--- src/design/reset_ctrl_pkg.sv ---
package reset_ctrl_pkg;
  // Register byte addresses on the peripheral bus
  localparam logic [31:0] RETENTION_CONFIG_ADDR = 32'h4000_2408;
  localparam logic [31:0] CONFIG_KEY_ADDR = 32'h4000_240C;
  localparam logic [31:0] CAUSE_FLAGS_ADDR = 32'h4000_2440;
  localparam logic [31:0] ANALOG_RETENTION_ADDR = 32'h4008_2C34;
  // Reset values
  localparam logic [15:0] REG_RESET_VALUE = 16'h0000;
  // Key sequence and core reset request key
  localparam logic [15:0] KEY_FIRST = 16'h2009;
  localparam logic [15:0] KEY_SECOND = 16'h0426;
  localparam logic [15:0] CORE_RESET_KEY = 16'h05FA;
  localparam int CORE_KEY_LSB = 16;
  // Cause flag positions
  localparam int POR_BIT = 0;
  localparam int PIN_BIT = 1;
  localparam int WDOG_BIT = 2;
  localparam int SOFT_BIT = 3;
  localparam int CAUSE_WIDTH = 4;
  // Timing
  localparam int CLK_PERIOD_PS = 4000;
  localparam int PIN_HIGHZ_TIME_US = 260;
  localparam int PIN_HIGHZ_CYCLES = PIN_HIGHZ_TIME_US * 1000000 / CLK_PERIOD_PS;
  localparam int WDOG_TIMEOUT_S = 32;

  typedef enum logic [2:0] {
    KEY_LOCKED = 3'h1,
    KEY_HALF = 3'h2,
    KEY_OPEN = 3'h4
  } key_state_type;

  // Register write strobe bundle from the core side
  typedef struct packed {
    logic wr;
    logic [31:0] addr;
    logic [15:0] data;
  } reg_write_type;

  // Retention controls towards the rest of the chip
  typedef struct packed {
    logic pins_reset;
    logic analog_reset;
    logic mmr_reset;
    logic sram_valid;
  } retention_out_type;
endpackage

--- src/design/reset_cause_and_retention_control.sv ---
`timescale 1ns/10ps
// Overview of operation
// - Four reset causes: pin, power-on, watchdog, software
// - Core key 0x05FA upper half requests reset
// - Analog state kept by default, config disables
// - Analog bit0: 0 keep, 1 reset
// - Pins and logic kept; write 1 resets
// - Retention bit0: 1 reset, 0 keep
// - Retained pin tri-stated 260 us after reset
// - Retention config write needs keys 0x2009 then 0x0426
// - Any other bus write relocks the key
// - Cause flags survive non-power-on resets
// - Each reset sets its own cause flag
// - Write one clears flag; upper bits zero
// - Hard resets reset pins, logic, analog; soft ones per retention
// - Watchdog enabled after every reset
module reset_cause_and_retention_control #(
  parameter int HIGHZ_CYCLES = reset_ctrl_pkg::PIN_HIGHZ_CYCLES
) (
  input wire logic clk_sys_i,
  input wire logic rst_n_i,
  input wire logic por_i,
  input wire logic pin_reset_n_i,
  input wire logic wdog_timeout_i,
  input wire logic core_ctrl_wr_i,
  input wire logic [31:0] core_ctrl_data_i,
  input wire reset_ctrl_pkg::reg_write_type bus_wr_i,
  input wire logic [31:0] bus_rd_addr_i,
  output logic [15:0] bus_rd_data_o,
  output logic system_reset_o,
  output reset_ctrl_pkg::retention_out_type retention_o,
  output logic pin_p3_4_oe_n_o,
  output logic wdog_enable_o
);
  import reset_ctrl_pkg::*;

  // Pin reset is asynchronous to the core clock
  logic pin_meta, pin_sync;
  always_ff @(posedge clk_sys_i) begin
    pin_meta <= ~pin_reset_n_i;
    pin_sync <= pin_meta;
  end

  // Decoded write strobes
  wire wr_cfg = bus_wr_i.wr && bus_wr_i.addr == RETENTION_CONFIG_ADDR;
  wire wr_key = bus_wr_i.wr && bus_wr_i.addr == CONFIG_KEY_ADDR;
  wire wr_cause = bus_wr_i.wr && bus_wr_i.addr == CAUSE_FLAGS_ADDR;
  wire wr_analog = bus_wr_i.wr && bus_wr_i.addr == ANALOG_RETENTION_ADDR;
  wire soft_req = core_ctrl_wr_i && core_ctrl_data_i[31:CORE_KEY_LSB] == CORE_RESET_KEY;
  wire wdog_req = wdog_timeout_i;

  // Reset event vector; power-on dominates, all four causes accepted
  logic [CAUSE_WIDTH-1:0] events;
  assign events = {soft_req, wdog_req, pin_sync, por_i};

  logic [CAUSE_WIDTH-1:0] cause;
  logic pins_reset, analog_reset;
  key_state_type key_state, next_key_state;
  logic [15:0] key_reg;
  wire hard_reset = por_i | pin_sync;
  wire soft_reset = soft_req | wdog_req;

  // Cause flags: power-on clears all but its own, set wins over write-one clear
  genvar g;
  generate
    for (g = 0; g < CAUSE_WIDTH; g++) begin : g_cause
      always_ff @(posedge clk_sys_i) begin
        if (por_i && g != POR_BIT) begin
          cause[g] <= 1'b0;
        end else if (events[g]) begin
          cause[g] <= 1'b1;
        end else if (wr_cause && bus_wr_i.data[g]) begin
          cause[g] <= 1'b0;
        end
      end
    end
  endgenerate

  // Key sequencer; a foreign write anywhere relocks
  always_comb begin
    next_key_state = key_state;
    case (key_state)
      KEY_LOCKED: begin
        if (wr_key && bus_wr_i.data == KEY_FIRST) next_key_state = KEY_HALF;
      end
      KEY_HALF: begin
        if (wr_key && bus_wr_i.data == KEY_SECOND) next_key_state = KEY_OPEN;
        else if (bus_wr_i.wr) next_key_state = KEY_LOCKED;
      end
      KEY_OPEN: begin
        if (bus_wr_i.wr) next_key_state = KEY_LOCKED;
      end
      default: next_key_state = KEY_LOCKED;
    endcase
  end

  // Config registers; hard resets restore, soft ones only where not retained
  always_ff @(posedge clk_sys_i) begin
    if (!rst_n_i || hard_reset) begin
      key_state <= KEY_LOCKED;
      key_reg <= REG_RESET_VALUE;
      pins_reset <= REG_RESET_VALUE[0];
      analog_reset <= REG_RESET_VALUE[0];
    end else begin
      key_state <= soft_reset ? KEY_LOCKED : next_key_state;
      if (wr_key) key_reg <= bus_wr_i.data;
      if (soft_reset && pins_reset) pins_reset <= REG_RESET_VALUE[0];
      else if (wr_cfg && key_state == KEY_OPEN) pins_reset <= bus_wr_i.data[0];
      if (soft_reset && analog_reset) analog_reset <= REG_RESET_VALUE[0];
      else if (wr_analog) analog_reset <= bus_wr_i.data[0];
    end
  end

  // Tri-state window for the retained pin after a soft reset
  logic [$clog2(HIGHZ_CYCLES+1)-1:0] highz_cnt;
  always_ff @(posedge clk_sys_i) begin
    if (!rst_n_i) begin
      highz_cnt <= '0;
    end else if (soft_reset && !pins_reset && !hard_reset) begin
      highz_cnt <= ($clog2(HIGHZ_CYCLES+1))'(HIGHZ_CYCLES);
    end else if (highz_cnt != '0) begin
      highz_cnt <= highz_cnt - 1'b1;
    end
  end

  // Outputs registered from the event cycle
  always_ff @(posedge clk_sys_i) begin
    if (!rst_n_i) begin
      system_reset_o <= 1'b0;
      retention_o <= '0;
      wdog_enable_o <= 1'b1;
      pin_p3_4_oe_n_o <= 1'b0;
    end else begin
      system_reset_o <= hard_reset | soft_reset;
      retention_o.pins_reset <= hard_reset | (soft_reset & pins_reset);
      retention_o.analog_reset <= hard_reset | (soft_reset & analog_reset);
      retention_o.mmr_reset <= hard_reset | (soft_reset & pins_reset);
      retention_o.sram_valid <= ~por_i;
      if (hard_reset | soft_reset) wdog_enable_o <= 1'b1;
      pin_p3_4_oe_n_o <= (highz_cnt != '0) || (soft_reset && !pins_reset);
    end
  end

  // Read mux
  wire [15:0] rd_cfg = {15'h0000, pins_reset};
  wire [15:0] rd_cause = {12'h000, cause};
  wire [15:0] rd_analog = {15'h0000, analog_reset};
  always_comb begin
    if (bus_rd_addr_i == RETENTION_CONFIG_ADDR) bus_rd_data_o = rd_cfg;
    else if (bus_rd_addr_i == CONFIG_KEY_ADDR) bus_rd_data_o = key_reg;
    else if (bus_rd_addr_i == CAUSE_FLAGS_ADDR) bus_rd_data_o = rd_cause;
    else if (bus_rd_addr_i == ANALOG_RETENTION_ADDR) bus_rd_data_o = rd_analog;
    else bus_rd_data_o = 16'h0000;
  end
endmodule // reset_cause_and_retention_control

--- config.mk ---
export PLATFORM = sky130hd
export DESIGN_NAME = reset_cause_and_retention_control
export DESIGN_NICKNAME = d
export VERILOG_FILES = /design/src/design/reset_ctrl_pkg.sv /design/src/design/reset_cause_and_retention_control.sv
export SDC_FILE = /design/constraint.sdc
export NUM_CORES = 1
export LEC_CHECK = 0
export ABC_CLOCK_PERIOD_IN_PS = 4550
export BUFFER_PORTS_ARGS = -buffer_cell sky130_fd_sc_hd__buf_2
export CAP_MARGIN = 15
export CORE_UTILIZATION = 48
export DETAILED_ROUTE_END_ITERATION = 8
export PLACE_DENSITY = 0.86
export SLEW_MARGIN = 10
export SYNTH_ARGS = -nofsm -noshare
export SYNTH_HDL_FRONTEND = slang
export SYNTH_SLANG_ARGS = --single-unit
export TNS_END_PERCENT = 100
--- constraint.sdc ---
create_clock -name clk_sys_i -period 4.55 [get_ports clk_sys_i]
set_input_delay 0.2275 -clock clk_sys_i [delete_from_list [all_inputs] [get_ports clk_sys_i]]
set_output_delay 0.2275 -clock clk_sys_i [all_outputs]
set_load 0.03 [all_outputs]
==> metrics.txt <==
ANT nets after route 0; via count 2733; Critical R2R Capture pin_p3_4_oe_n_o; Main synth FF type dfxtp_1; combinational share of power 34.1%; sequential fraction of the synthesis area 37.6%; register bit total from synthesis 48; worst reg2reg path depth 5; DRC errors left 0; Clock Skews 6.36 ps; Die Wd 75.0 um; final hold violation count 0; critical path data required time 4320 ps; Final WS setup 2440 ps; worst slew pin tran 686 ps; Sequential Power Share 44.5%; Switching Share 35.5%; gp weighted congestion 0.834; Skew-Pair Late Insertion Delay 300 ps; setup tns final 0 ps; post-placement setup slack 2380 ps; worst-path fanout max 4; Post-synth EDFFs 0; maxcap violations 0; post-synthesis async set-or-reset flop share 0%; Buf/Inv on CP 2; top-count cell post-synth dfxtp_1; Synth top area share 37.6%; row count 26; Worst Hold Class input pin to flip-flop; dpl hpwl 5.27 mm; post-DR wirelength/cell 13.2 um; Crit path depth 7; Layout fillers 425; Pint 797 uW; Num CTS Buffers 5; Initial Util 50.1%; Critical Path AT 1880 ps; # clock sinks 48; clock share of power 21.4%; sw power 439 uW; Synth area leader dfxtp_1; initial antenna violation count 0; clk root buf clkbuf_8; worst setup path startpoint bus_rd_addr_i[4]; Reg clk slew, reported paths 80 ps; core area 0.00511 mm2; layout cells sized above 1 33.6%; Final min period 2110 ps; Setup CP Type input pin to primary output; total power 1.24 mW; CP startpoint kind input pin; Most common cell on crit path buf_2; Final Cell Area 0.00330 mm2; Post-synth top cells dfxtp_1, nand2_1, a21oi_1; drt total wl 6.59 mm; RSZ-0062 raised after global routing false; synth warn 0; critical path capture point type primary output; syn_nets 429; Leak 1.36 nW; die area 0.00562 mm2; Critical Path, Cell by Cell buf_2, nor4_1, nor4b_2, a32oi_1, a21o_1, a21oi_1, buf_2; Area contributors post-synth dfxtp_1, nand2_1, a21oi_1; Longest Clk Path Bufs 2; post_cts resized 0; diodes inserted 0; Peak Freq 0.474 GHz; Hold Slack 71.0 ps; number of global-route vias before repair 2431; CP endpoint bus_rd_data_o[0]; Reg2Reg Setup Slack 2620 ps; Die Y 75.0 um; Pre-antenna DRT Iters 4; largest net degree at the start of global routing 20; Top delay family on crit path simple AND/OR/NAND/NOR gates; io pins 142; Iteration-0 DRC Markers 143; FF-to-FF Start highz_cnt[3]; hold depth 2; CP peak stage delay 490 ps; Synth Area per Inst 8.28 um2; Post-CTS Hold Buffers 0; Area Overhead vs Synth 29.2%; dpl cell area 0.00321 mm2; Slew Viols, Final 0; Pwr Density 374 mW/mm2; Final Setup Violations 0; input/output buffers 124; Worst IR Drop VDD 0.000280 V; Worst path slowest cell nor4_1; instance count of the mapped netlist 309; Rel. slew slack 54.1%; Final nets 548; count of cell types in the netlist 58; H-tree lvl count 2; drt via density 5.48; CTS tree yes; first-pass GRT wire length 10.3 mm; cell area after synthesis 0.00256 mm2; status completed; grt ovf 0; crit share post-route 46.3%; Total GRT Usage 24.3%; Post-CTS Setup Inserts 0
[final cells by class]
cell class	count	area [um2]	share of cell area [%]
Tap cell	70	87.6	2.65
Multi-Input combinational cell	238	1500	45.4
Clock inverter	1	7.51	0.227
Sequential cell	48	961	29.1
Clock buffer	7	86.3	2.61
Timing Repair Buffer	124	621	18.8
Inverter	11	41.3	1.25
[cells in the final DEF, fill, tap and decap left out, drive strengths merged, types with 6 or more instances in the layout]
master    n
o21ai     7
dfxtp    48
nand3    11
a21oi    26
nand2    43
clkbuf    7
a31oi     7
or3       6
and2     12
buf     124
nor3     14
nor2     24
nor4     13
inv      11
nor4b     6
nand4     6
[power by group through the flow]
stage	registers, mW	clock network, mW	logic, mW
CTS	0.549	0.267	0.419
global route	0.560	0.291	0.466
detailed placement	0.558	0	0.416
global placement	0.552	0	0.395
finish	0.550	0.264	0.421
floorplan	0.550	0	0.295
[metrics by stage]
step,utilization [%],std cells
after global routing,64.7,499
after detailed placement,62.8,491
after CTS,64.7,499
after global placement,62.8,491
final,64.7,499
after floorplan,-,309
[metal layers]
metal  up-vias  routed length (um)  track usage [%]
met5         -                   0                0
met4         0                  99             7.76
met3        13                 489             5.76
met2       118                3290             43.6
met1      1223                2720             28.4
li1       1379                   -                -
[worst min-delay path by stage]
stage / startpoint / to
detailed placement: pin_meta / pin_sync
finish: pin_reset_n_i / pin_meta
CTS: pin_reset_n_i / pin_meta
floorplan: pin_reset_n_i / pin_meta
global route: pin_reset_n_i / pin_meta
global placement: pin_meta / pin_sync
[kinds of logic after synthesis]
logic type / count (synthesis) / synth area share, %
fa+ha+maj: 1 / 0.489
xor+xnor: 6 / 2.06
flops: 48 / 37.6
buf+inv: 23 / 3.82
compound gates: 63 / 16.2
other cells: 1 / 0.147
mux: 3 / 1.17
simple gates: 164 / 38.6
Note: power is estimated with default switching activity, not from simulation.
